`config.mk`:
```
export PLATFORM = sky130hd
export DESIGN_NAME = isfm_top
export DESIGN_NICKNAME = d
export VERILOG_FILES = /design/src/isfm_pkg.sv /design/src/isfm_los_mon.sv /design/src/isfm_sticky.sv /design/src/isfm_top.sv
export VERILOG_INCLUDE_DIRS = /design/src
export SDC_FILE = /design/constraint.sdc
export NUM_CORES = 1
export LEC_CHECK = 0
export BUFFER_PORTS_ARGS = -buffer_cell sky130_fd_sc_hd__buf_2
export CORE_ASPECT_RATIO = 0.5
export CORE_MARGIN = 2
export CORE_UTILIZATION = 45
export DETAILED_ROUTE_END_ITERATION = 10
export GPL_TIMING_DRIVEN = 1
export HOLD_SLACK_MARGIN = 0.03
export SYNTH_ARGS = -nofsm -noshare
export SYNTH_HDL_FRONTEND = slang
export SYNTH_SLANG_ARGS = --single-unit
```
`constraint.sdc`:
```
create_clock -name i_mclk -period 6.8 [get_ports i_mclk]
set_input_delay 0.34 -clock i_mclk [delete_from_list [all_inputs] [get_ports i_mclk]]
set_output_delay 0.34 -clock i_mclk [all_outputs]
set_load 0.005 [all_outputs]
```
`src/isfm_defines.svh`:
```
`ifndef ISFM_DEFINES_SVH
`define ISFM_DEFINES_SVH
// Input clocks handled by the selector
`define ISFM_NUM_IN 4
// Select code reserved while zero delay mode is on
`define ISFM_SEL_RESERVED 2'h3
// Index of the feedback input in zero delay mode
`define ISFM_FB_INPUT 2'h3
// Hitless switching lower frequency limit in kHz
`define ISFM_HITLESS_MIN_KHZ 7680
// Largest frequency step for glitchless switching, ppm
`define ISFM_GLITCHLESS_PPM 40
// Precision monitor threshold field: up to 511 ppm in 1/16 ppm steps
`define ISFM_PREC_W 13
`define ISFM_PREC_MAX 13'h1FF0
// Fast monitor threshold limits in ppm
`define ISFM_FAST_W 14
`define ISFM_FAST_MIN 14'h03E8
`define ISFM_FAST_MAX 14'h3E80
// Reference oscillator tolerance and advised least precision threshold, ppm
`define ISFM_XO_TOL_PPM 50
`define ISFM_XO_MIN_THR_PPM 60
// Frequency error inputs are signed, in 1/16 ppm
`define ISFM_ERR_W 20
// Signal-loss sensitivity counter width
`define ISFM_LOS_W 4
// Zero-ppm reference select code for the oscillator
`define ISFM_REFSEL_XO 3'h4
`endif

```
`src/isfm_pkg.sv`:
```
package isfm_pkg;
  typedef enum logic [4:0] {
    ISFM_FREERUN  = 5'h01,
    ISFM_FREEZE   = 5'h02,
    ISFM_ACQUIRE  = 5'h04,
    ISFM_LOCKED   = 5'h08,
    ISFM_HOLDOVER = 5'h10
  } isfm_mode_t;
  typedef logic [1:0] isfm_sel_t;
endpackage

```
`src/isfm_los_mon.sv`:
```
`timescale 1ns/100ps
`include "isfm_defines.svh"
module isfm_los_mon (
  // Clock and reset
  input wire logic i_mclk,
  input wire logic i_arst_n,
  // Monitored clock, sampled as a level
  input wire logic i_clk_lvl,
  // Configuration
  input wire logic i_disable,
  input wire logic [7:0] i_period_max,
  input wire logic [`ISFM_LOS_W-1:0] i_miss_tol,
  // Result
  output logic o_loss
);
  logic prev_reg;
  logic [7:0] period_reg;
  logic [`ISFM_LOS_W-1:0] miss_reg;
  logic loss_reg;
  logic edge_seen;
  assign edge_seen = i_clk_lvl && !prev_reg;
  always_ff @(posedge i_mclk or negedge i_arst_n) begin
    if (!i_arst_n) begin
      prev_reg <= 1'b0;
    end else begin
      prev_reg <= i_clk_lvl;
    end
  end
  // Period measurement: each edge restarts the count
  always_ff @(posedge i_mclk or negedge i_arst_n) begin
    if (!i_arst_n) begin
      period_reg <= 8'h00;
    end else if (edge_seen || period_reg >= i_period_max) begin
      period_reg <= 8'h00;
    end else begin
      period_reg <= period_reg + 8'h01;
    end
  end
  // Missing edges counted against the tolerance
  always_ff @(posedge i_mclk or negedge i_arst_n) begin
    if (!i_arst_n) begin
      miss_reg <= '0;
      loss_reg <= 1'b1;
    end else if (i_disable) begin
      miss_reg <= '0;
      loss_reg <= 1'b0;
    end else if (edge_seen) begin
      miss_reg <= '0;
      loss_reg <= 1'b0;
    end else if (period_reg >= i_period_max) begin
      if (miss_reg >= i_miss_tol) begin
        loss_reg <= 1'b1;
      end else begin
        miss_reg <= miss_reg + 1'b1;
      end
    end
  end
  assign o_loss = loss_reg;
  property p_disabled_clear;
    @(posedge i_mclk) disable iff (!i_arst_n) i_disable |=> !o_loss;
  endproperty
  a_disabled_clear: assert property (p_disabled_clear) else $error("disabled monitor flagged loss");
endmodule

```
`src/isfm_sticky.sv`:
```
`timescale 1ns/100ps
`include "isfm_defines.svh"
module isfm_sticky (
  // Clock and reset
  input wire logic i_mclk,
  input wire logic i_arst_n,
  // Flag
  input wire logic i_live,
  input wire logic i_clear,
  output logic o_sticky
);
  logic sticky_reg;
  always_ff @(posedge i_mclk or negedge i_arst_n) begin
    if (!i_arst_n) begin
      sticky_reg <= 1'b0;
    end else if (i_live) begin
      sticky_reg <= 1'b1;
    end else if (i_clear) begin
      sticky_reg <= 1'b0;
    end
  end
  assign o_sticky = sticky_reg;
  // ---------------------------------------------
  // Checks
  // ---------------------------------------------
  property p_set_wins;
    @(posedge i_mclk) disable iff (!i_arst_n) i_live |=> o_sticky;
  endproperty
  a_set_wins: assert property (p_set_wins) else $error("sticky missed a set");
  property p_holds;
    @(posedge i_mclk) disable iff (!i_arst_n) (o_sticky && !i_clear) |=> o_sticky;
  endproperty
  a_holds: assert property (p_holds) else $error("sticky dropped without clear");
endmodule

```
`src/isfm_top.sv`:
```
`timescale 1ns/100ps
`include "isfm_defines.svh"
// Behaviour
// - Any of four inputs routes to the single PLL clock through the input selector.
// - Config bit picks pin or register manual select; pins after reset.
// - Manual code 0..3 picks input 0..3 when zero delay is off.
// - Zero delay makes input 3 feedback; code 3 then reserved.
// - Manual choice without clock drops PLL to holdover, or to freeze without history.
// - Automatic selection uses only valid inputs, by priority and revertive setting.
// - Automatic mode with no valid input enters holdover, or freeze without history.
// - Revertive: always highest-priority valid input, switching when one appears.
// - Non-revertive: keep active input while valid, else best remaining.
// - Hitless switch absorbs phase between locked inputs, down to 7.68 MHz.
// - Ramped switching ramps frequency linearly using holdover-exit ramp rate.
// - Switch up to 40 ppm apart smoothly, normal or fastlock bandwidth.
// - Lock-loss indicator asserted throughout pull-in to a new input.
// - Every input monitored for loss and frequency; oscillator for loss.
// - Per-input loss monitors measure periods, have sensitivity and disable.
// - Loss status readable live and sticky until software clears.
// - Outputs disabled on oscillator loss unless configured to keep running.
// - Frequency reference selectable: oscillator or any of four inputs.
// - Out-of-range status combines precision and fast monitors, each disableable.
// - Precision monitor range up to 511 ppm in 1/16 steps, with hysteresis.
// - Fast monitor flags errors over threshold between 1000 and 16000 ppm.
// - No valid input and no holdover history gives frozen oscillator operation.
module isfm_top
  import isfm_pkg::*;
(
  // Clock and reset
  input wire logic i_mclk,
  input wire logic i_arst_n,
  // Clock inputs sampled as levels
  input wire logic [3:0] i_in_clk,
  input wire logic i_xo_clk,
  // Input selection
  input wire logic [1:0] i_sel_pins,
  input wire logic [1:0] i_sel_reg,
  input wire logic i_sel_from_reg,
  input wire logic i_auto_en,
  input wire logic i_revertive,
  input wire logic i_zero_delay,
  input wire logic [7:0] i_priority,
  // Switching options
  input wire logic i_hitless_en,
  input wire logic i_ramp_en,
  input wire logic i_fastlock_en,
  input wire logic i_locked,
  input wire logic i_history_valid,
  // Loss monitor configuration
  input wire logic [4:0] i_los_disable,
  input wire logic [7:0] i_los_period,
  input wire logic [`ISFM_LOS_W-1:0] i_los_tol,
  // Frequency monitor configuration and measured errors
  input wire logic [2:0] i_ref_sel,
  input wire logic i_prec_disable,
  input wire logic i_fast_disable,
  input wire logic [`ISFM_PREC_W-1:0] i_prec_assert,
  input wire logic [`ISFM_PREC_W-1:0] i_prec_hyst,
  input wire logic [`ISFM_FAST_W-1:0] i_fast_thr,
  input wire logic [4*`ISFM_ERR_W-1:0] i_freq_err,
  input wire logic i_err_valid,
  // Output control
  input wire logic i_out_on_xo_loss,
  // Sticky clears
  input wire logic [4:0] i_los_clear,
  input wire logic [3:0] i_oof_clear,
  // Selection results
  output isfm_pkg::isfm_sel_t o_active_sel,
  output isfm_pkg::isfm_mode_t o_mode,
  output logic o_pll_clk,
  output logic o_hitless,
  output logic o_ramp,
  output logic o_fastlock,
  output logic o_lock_loss,
  // Status
  output logic [4:0] o_los_live,
  output logic [4:0] o_los_sticky,
  output logic [3:0] o_oof_live,
  output logic [3:0] o_oof_sticky,
  output logic o_out_enable
);
  // ---------------------------------------------
  // Functions
  // ---------------------------------------------
  function automatic logic [1:0] prio_of(input logic [7:0] p, input logic [1:0] idx);
    prio_of = p[2*idx +: 2];
  endfunction
  function automatic logic [`ISFM_PREC_W-1:0] clamp_prec(input logic [`ISFM_PREC_W-1:0] v);
    clamp_prec = (v > `ISFM_PREC_MAX) ? `ISFM_PREC_MAX : v;
  endfunction
  function automatic logic [`ISFM_FAST_W-1:0] clamp_fast(input logic [`ISFM_FAST_W-1:0] v);
    if (v < `ISFM_FAST_MIN) begin
      clamp_fast = `ISFM_FAST_MIN;
    end else if (v > `ISFM_FAST_MAX) begin
      clamp_fast = `ISFM_FAST_MAX;
    end else begin
      clamp_fast = v;
    end
  endfunction
  // ---------------------------------------------
  // Loss monitors
  // ---------------------------------------------
  logic [4:0] clk_lvl;
  logic [4:0] loss;
  assign clk_lvl = {i_xo_clk, i_in_clk};
  genvar gi;
  generate
    for (gi = 0; gi < 5; gi = gi + 1) begin : g_los
      isfm_los_mon u_los (
        .i_mclk(i_mclk),
        .i_arst_n(i_arst_n),
        .i_clk_lvl(clk_lvl[gi]),
        .i_disable(i_los_disable[gi]),
        .i_period_max(i_los_period),
        .i_miss_tol(i_los_tol),
        .o_loss(loss[gi])
      );
      isfm_sticky u_los_st (
        .i_mclk(i_mclk),
        .i_arst_n(i_arst_n),
        .i_live(loss[gi]),
        .i_clear(i_los_clear[gi]),
        .o_sticky(o_los_sticky[gi])
      );
    end
  endgenerate
  assign o_los_live = loss;
  // ---------------------------------------------
  // Frequency monitors
  // ---------------------------------------------
  logic [3:0] prec_reg;
  logic [3:0] fast_flag;
  logic [3:0] frequency_out_of_range_flag;
  logic [`ISFM_ERR_W-1:0] ref_err;
  logic [`ISFM_PREC_W-1:0] prec_thr;
  logic [`ISFM_FAST_W-1:0] fast_thr;
  assign prec_thr = clamp_prec(i_prec_assert);
  assign fast_thr = clamp_fast(i_fast_thr);
  // Errors arrive against the oscillator; an input reference is subtracted
  always_comb begin
    ref_err = '0;
    if (i_ref_sel != `ISFM_REFSEL_XO) begin
      ref_err = i_freq_err[i_ref_sel[1:0]*`ISFM_ERR_W +: `ISFM_ERR_W];
    end
  end
  generate
    for (gi = 0; gi < 4; gi = gi + 1) begin : g_oof
      logic signed [`ISFM_ERR_W:0] diff;
      logic [`ISFM_ERR_W:0] mag;
      logic [`ISFM_ERR_W:0] ppm;
      assign diff = $signed({i_freq_err[gi*`ISFM_ERR_W+`ISFM_ERR_W-1], i_freq_err[gi*`ISFM_ERR_W +: `ISFM_ERR_W]})
        - $signed({ref_err[`ISFM_ERR_W-1], ref_err});
      assign mag = diff[`ISFM_ERR_W] ? (~diff + 1'b1) : diff;
      assign ppm = {4'h0, mag[`ISFM_ERR_W:4]};
      always_ff @(posedge i_mclk or negedge i_arst_n) begin
        if (!i_arst_n) begin
          prec_reg[gi] <= 1'b0;
        end else if (i_prec_disable) begin
          prec_reg[gi] <= 1'b0;
        end else if (i_err_valid) begin
          if (mag > {8'h00, prec_thr}) begin
            prec_reg[gi] <= 1'b1;
          end else if ({1'b0, mag} + {9'h000, i_prec_hyst} < {1'b0, 8'h00, prec_thr}) begin
            prec_reg[gi] <= 1'b0;
          end
        end
      end
      assign fast_flag[gi] = !i_fast_disable && (ppm > {7'h00, fast_thr});
      assign frequency_out_of_range_flag[gi] = prec_reg[gi] | fast_flag[gi];
      isfm_sticky u_oof_st (
        .i_mclk(i_mclk),
        .i_arst_n(i_arst_n),
        .i_live(frequency_out_of_range_flag[gi]),
        .i_clear(i_oof_clear[gi]),
        .o_sticky(o_oof_sticky[gi])
      );
    end
  endgenerate
  assign o_oof_live = frequency_out_of_range_flag;
  // ---------------------------------------------
  // Input selection
  // ---------------------------------------------
  logic [3:0] valid;
  logic [3:0] selectable;
  logic [1:0] manual_sel;
  logic manual_ok;
  logic [1:0] best_sel;
  logic best_found;
  logic [1:0] sel_reg;
  logic [1:0] sel_next;
  logic have_input;
  logic switch_evt;
  assign valid = ~loss[3:0] & ~frequency_out_of_range_flag;
  assign selectable = valid & (i_zero_delay ? 4'h7 : 4'hF);
  assign manual_sel = i_sel_from_reg ? i_sel_reg : i_sel_pins;
  assign manual_ok = !(i_zero_delay && manual_sel == `ISFM_SEL_RESERVED);
  // Lower priority value wins; ties go to the lower index
  always_comb begin
    best_sel = 2'h0;
    best_found = 1'b0;
    for (int k = 0; k < 4; k++) begin
      if (selectable[k] && (!best_found || prio_of(i_priority, 2'(k)) < prio_of(i_priority, best_sel))) begin
        best_sel = 2'(k);
        best_found = 1'b1;
      end
    end
  end
  always_comb begin
    sel_next = sel_reg;
    if (!i_auto_en) begin
      if (manual_ok) begin
        sel_next = manual_sel;
      end
    end else if (i_revertive) begin
      if (best_found) begin
        sel_next = best_sel;
      end
    end else if (!selectable[sel_reg] && best_found) begin
      sel_next = best_sel;
    end
  end
  always_ff @(posedge i_mclk or negedge i_arst_n) begin
    if (!i_arst_n) begin
      sel_reg <= 2'h0;
    end else begin
      sel_reg <= sel_next;
    end
  end
  assign switch_evt = sel_next != sel_reg;
  assign have_input = i_auto_en ? best_found : (manual_ok && selectable[sel_reg]);
  assign o_active_sel = sel_reg;
  assign o_pll_clk = i_in_clk[sel_reg];
  // ---------------------------------------------
  // Operating mode
  // ---------------------------------------------
  isfm_mode_t mode_reg;
  logic pull_reg;
  always_ff @(posedge i_mclk or negedge i_arst_n) begin
    if (!i_arst_n) begin
      mode_reg <= ISFM_FREERUN;
    end else begin
      case (mode_reg)
        ISFM_FREERUN: begin
          if (have_input) begin
            mode_reg <= ISFM_ACQUIRE;
          end
        end
        ISFM_ACQUIRE, ISFM_LOCKED: begin
          if (!have_input) begin
            mode_reg <= i_history_valid ? ISFM_HOLDOVER : ISFM_FREEZE;
          end else if (switch_evt) begin
            mode_reg <= ISFM_ACQUIRE;
          end else if (i_locked) begin
            mode_reg <= ISFM_LOCKED;
          end
        end
        ISFM_HOLDOVER, ISFM_FREEZE: begin
          if (have_input) begin
            mode_reg <= ISFM_ACQUIRE;
          end
        end
        default: begin
          mode_reg <= ISFM_FREERUN;
        end
      endcase
    end
  end
  // Pull-in after a switch lasts until the loop reports lock
  always_ff @(posedge i_mclk or negedge i_arst_n) begin
    if (!i_arst_n) begin
      pull_reg <= 1'b0;
    end else if (switch_evt) begin
      pull_reg <= 1'b1;
    end else if (i_locked) begin
      pull_reg <= 1'b0;
    end
  end
  assign o_mode = mode_reg;
  assign o_lock_loss = (mode_reg != ISFM_LOCKED) || pull_reg;
  assign o_hitless = i_hitless_en;
  assign o_ramp = i_ramp_en && (pull_reg || mode_reg == ISFM_ACQUIRE);
  assign o_fastlock = i_fastlock_en && (mode_reg == ISFM_ACQUIRE);
  assign o_out_enable = !loss[4] || i_out_on_xo_loss;
  // ---------------------------------------------
  // Checks
  // ---------------------------------------------
  property p_auto_holdover;
    @(posedge i_mclk) disable iff (!i_arst_n)
      (i_auto_en && !best_found && i_history_valid && mode_reg == ISFM_LOCKED) |=> mode_reg == ISFM_HOLDOVER;
  endproperty
  a_auto_holdover: assert property (p_auto_holdover) else $error("no holdover without valid input");
  property p_freeze;
    @(posedge i_mclk) disable iff (!i_arst_n)
      (!have_input && !i_history_valid && mode_reg == ISFM_ACQUIRE) |=> mode_reg == ISFM_FREEZE;
  endproperty
  a_freeze: assert property (p_freeze) else $error("no freeze without history");
  property p_revert;
    @(posedge i_mclk) disable iff (!i_arst_n)
      (i_auto_en && i_revertive && best_found) |=> sel_reg == $past(best_sel);
  endproperty
  a_revert: assert property (p_revert) else $error("revertive not on best input");
  property p_nonrevert;
    @(posedge i_mclk) disable iff (!i_arst_n)
      (i_auto_en && !i_revertive && selectable[sel_reg]) |=> $stable(sel_reg);
  endproperty
  a_nonrevert: assert property (p_nonrevert) else $error("non-revertive left a valid input");
  property p_zd_never3;
    @(posedge i_mclk) disable iff (!i_arst_n)
      (i_auto_en && i_zero_delay) |=> (sel_reg != `ISFM_FB_INPUT || !$past(best_found));
  endproperty
  a_zd_never3: assert property (p_zd_never3) else $error("feedback input selected");
  property p_manual;
    @(posedge i_mclk) disable iff (!i_arst_n)
      (!i_auto_en && !i_zero_delay) |=> sel_reg == $past(manual_sel);
  endproperty
  a_manual: assert property (p_manual) else $error("manual select not followed");
  property p_lol_pull;
    @(posedge i_mclk) disable iff (!i_arst_n) switch_evt |=> o_lock_loss;
  endproperty
  a_lol_pull: assert property (p_lol_pull) else $error("lock loss low during pull-in");
  property p_xo_out;
    @(posedge i_mclk) disable iff (!i_arst_n) (loss[4] && !i_out_on_xo_loss) |-> !o_out_enable;
  endproperty
  a_xo_out: assert property (p_xo_out) else $error("outputs on during oscillator loss");
  property p_sel_src;
    @(posedge i_mclk) disable iff (!i_arst_n)
      (!i_auto_en && i_sel_from_reg && !i_zero_delay) |=> sel_reg == $past(i_sel_reg);
  endproperty
  a_sel_src: assert property (p_sel_src) else $error("register select ignored");
endmodule

```
==> impl_metrics.env <==
export IMPL_crit_family="compound AO/OA/AOI/OAI gates"
export IMPL_synth_cell_types=102
export IMPL_insertion_delay_ps=350
export IMPL_grt_use_total_pct=31.6
export IMPL_die_area_um2=43700
export IMPL_cts_sinks=91
export IMPL_cts_max_path_buffers=2
export IMPL_critPathBufInv=4
export IMPL_hold_viol=0
export IMPL_fillers=3595
export IMPL_die_h_um=149
export IMPL_path_max_fanout=6
export IMPL_relSlewSlack_pct=34.2
export IMPL_start_util_pct=46.2
export IMPL_cp_depth=38
export IMPL_setup_slack_ps=-1250
export IMPL_synth_area_leaders="ha_1 (24%), dfrtp_1 (11%), xnor2_1 (5.7%)"
export IMPL_grt_pass1_wl_um=109000
export IMPL_ir_worst_vdd_v=0.000155
export IMPL_synth_common_cells="ha_1 (366), nor2_1 (202), a21oi_1 (171)"
export IMPL_worst_r2r_setup_slack_ps=2200
export IMPL_rsz0062_at_grt="true"
export IMPL_powerDensity_nw_per_um2=273
export IMPL_area_delta_synth_final_pct=44.4
export IMPL_dpl_worst_slack_ps=-1600
export IMPL_dr_pass1_iters=6
export IMPL_setup_worst_path_start_class="primary input"
export IMPL_synth_flop_cell="dfrtp_1"
export IMPL_largest_register_ff_count=40
export IMPL_violations="negative setup slack"
export IMPL_netlist_area_leader_share_pct=24.3
export IMPL_drtAntennaViolNets=0
export IMPL_drive_gt1_share_pct=35.2
export IMPL_status="finished, violations left"
export IMPL_overflow=0
export IMPL_synth_async_reset_ratio_pct=100
export IMPL_cts_clk_slew_worst_paths_ps=60
export IMPL_vias_per_cell=5.61
export IMPL_synth_area_um2=18900
export IMPL_synth_top_area_cell="ha_1"
export IMPL_grt_max_degree=68
export IMPL_p_leak_nw=13.9
export IMPL_min_path_type="primary input to flop"
export IMPL_cts_root_buf="clkbuf_16"
export IMPL_place_congestion=0.988
export IMPL_cp_required_ps=7040
export IMPL_portBuffers=209
export IMPL_worstRegToRegCells=22
export IMPL_vias=21600
export IMPL_ys_seq_area_share_pct=12.1
export IMPL_fin_hold_ws_ps=118
export IMPL_drt_iter0_markers=1501
export IMPL_rows=52
export IMPL_fp_dieW_um=294
export IMPL_final_nets=3860
export IMPL_ys_ff_latch=91
export IMPL_post_route_period_util_pct=118
export IMPL_fin_worst_skew_ps=7.04
export IMPL_slew_violations=0
export IMPL_period_needed_ps=8050
export IMPL_yosysWarnings=0
export IMPL_syn_nets=2960
export IMPL_grt_pass1_vias=20700
export IMPL_cts_buffers=9
export IMPL_cp_slowest_cell="or4_4"
export IMPL_antenna_found_initial=1
export IMPL_ios=212
export IMPL_setup_tns_ps=-6060
export IMPL_cts_htree_levels=3
export IMPL_wire_per_inst_um=18.3
export IMPL_cap_viol_max_count=0
export IMPL_critPathMaxStageDelay_ps=440
export IMPL_timing_worst_setup_path_type="primary input to flop"
export IMPL_placed_cells=3758
export IMPL_postRouteWirelength_um=70700
export IMPL_setup_viol=6
export IMPL_place_hpwl_um=59400
export IMPL_finalPower_mw=7.45
export IMPL_core_area_um2=40900
export IMPL_drc_errors=0
export IMPL_max_freq_mhz=124
export IMPL_synth_avg_cell_area_um2=7.84
export IMPL_cp_arrival_ps=8290
export IMPL_cts_tree="done"
export IMPL_synth_most_common_cell="ha_1"
export IMPL_worst_pin_slew_ps=974
export IMPL_min_path_cells=1
export IMPL_synth_edf_count=0
export IMPL_fin_cells=3852
export IMPL_synthCells=2405
export IMPL_crit_path_end_kind="flop"
==> where the power goes <==
group | internal [mW] | switching, mW
registers | 0.614 | 0.0926
logic | 3.06 | 3.11
clock network | 0.360 | 0.210
==> layout make-up <==
| class | instances | area [um^2] | area share (%) |
|---|---|---|---|
| Clock inverter | 4 | 98.8 | 0.363 |
| Sequential cell | 91 | 2280 | 8.38 |
| Tap cell | 540 | 676 | 2.48 |
| Inverter | 142 | 533 | 1.96 |
| Timing Repair Buffer | 956 | 6800 | 25.0 |
| Clock buffer | 12 | 236 | 0.868 |
| Antenna cell | 2 | 5.00 | 0.0184 |
| Multi-Input combinational cell | 2105 | 16600 | 61.0 |
==> what timing repair did <==
| action | CTS | global route |
|---|---|---|
| pin swaps | 77 | 68 |
| endpoints found under the hold margin | 24 | 0 |
| buffers inserted | 56 | 20 |
| hold buffers | 1 | 0 |
| cloned | 1 | 0 |
| gates resized for setup | 113 | 94 |
| endpoints found under the setup margin | 12 | 13 |
==> metal layers <==
layer	part of all wire [%]	GRT usage (%)	vias to the layer above	wire length, um
met2	45	53.1	571	31900
li1	-	-	10700	-
met4	3.1	9.44	0	2180
met3	5.3	2.38	110	3750
met5	0	0	-	0
met1	46	43.5	10200	32800
==> layout by cell type, fill, tap and decap left out, types with 33 or more instances in the layout <==
master / count
a21o_1: 108
xor2_1: 57
nand2b_1: 74
nor2b_1: 44
o21ai_1: 33
nand3_1: 79
dfrtp_1: 85
o21a_1: 47
nor2_1: 196
ha_1: 356
o21ai_0: 115
a21oi_1: 147
nand4_1: 33
buf_2: 207
buf_4: 731
xnor2_1: 113
nand2_1: 136
inv_1: 139
==> metrics by stage <==
step	utilization [%]	instance area [um^2]
after global routing	66.7	27200
after detailed placement	62.3	25500
after floorplan	-	19100
after global placement	62.3	25500
after CTS	65.4	26700
final	66.7	27300
==> worst paths after layout <==
path	start	endpoint
max in group asynchronous	i_arst_n	g_los[3].u_los.miss_reg[3]
worst min-delay path	i_xo_clk	g_los[4].u_los.prev_reg
worst max-delay path	i_ref_sel[1]	o_active_sel[0]
min in group asynchronous	i_arst_n	g_los[1].u_los.period_reg[6]
worst max register to register	prec_reg[0]	o_active_sel[0]
worst min register to register	g_los[4].u_los_st.o_sticky	g_los[4].u_los_st.o_sticky
==> cell families after synthesis <==
| group | after synthesis | share of synthesized area, % |
|---|---|---|
| simple gates | 772 | 21.2 |
| compound gates | 734 | 26.1 |
| fa+ha+maj | 374 | 25.1 |
| buf+inv | 209 | 4.68 |
| xor+xnor | 185 | 8.59 |
| flops | 91 | 12.1 |
| mux | 40 | 2.24 |
(Power assumes the default switching activity.)
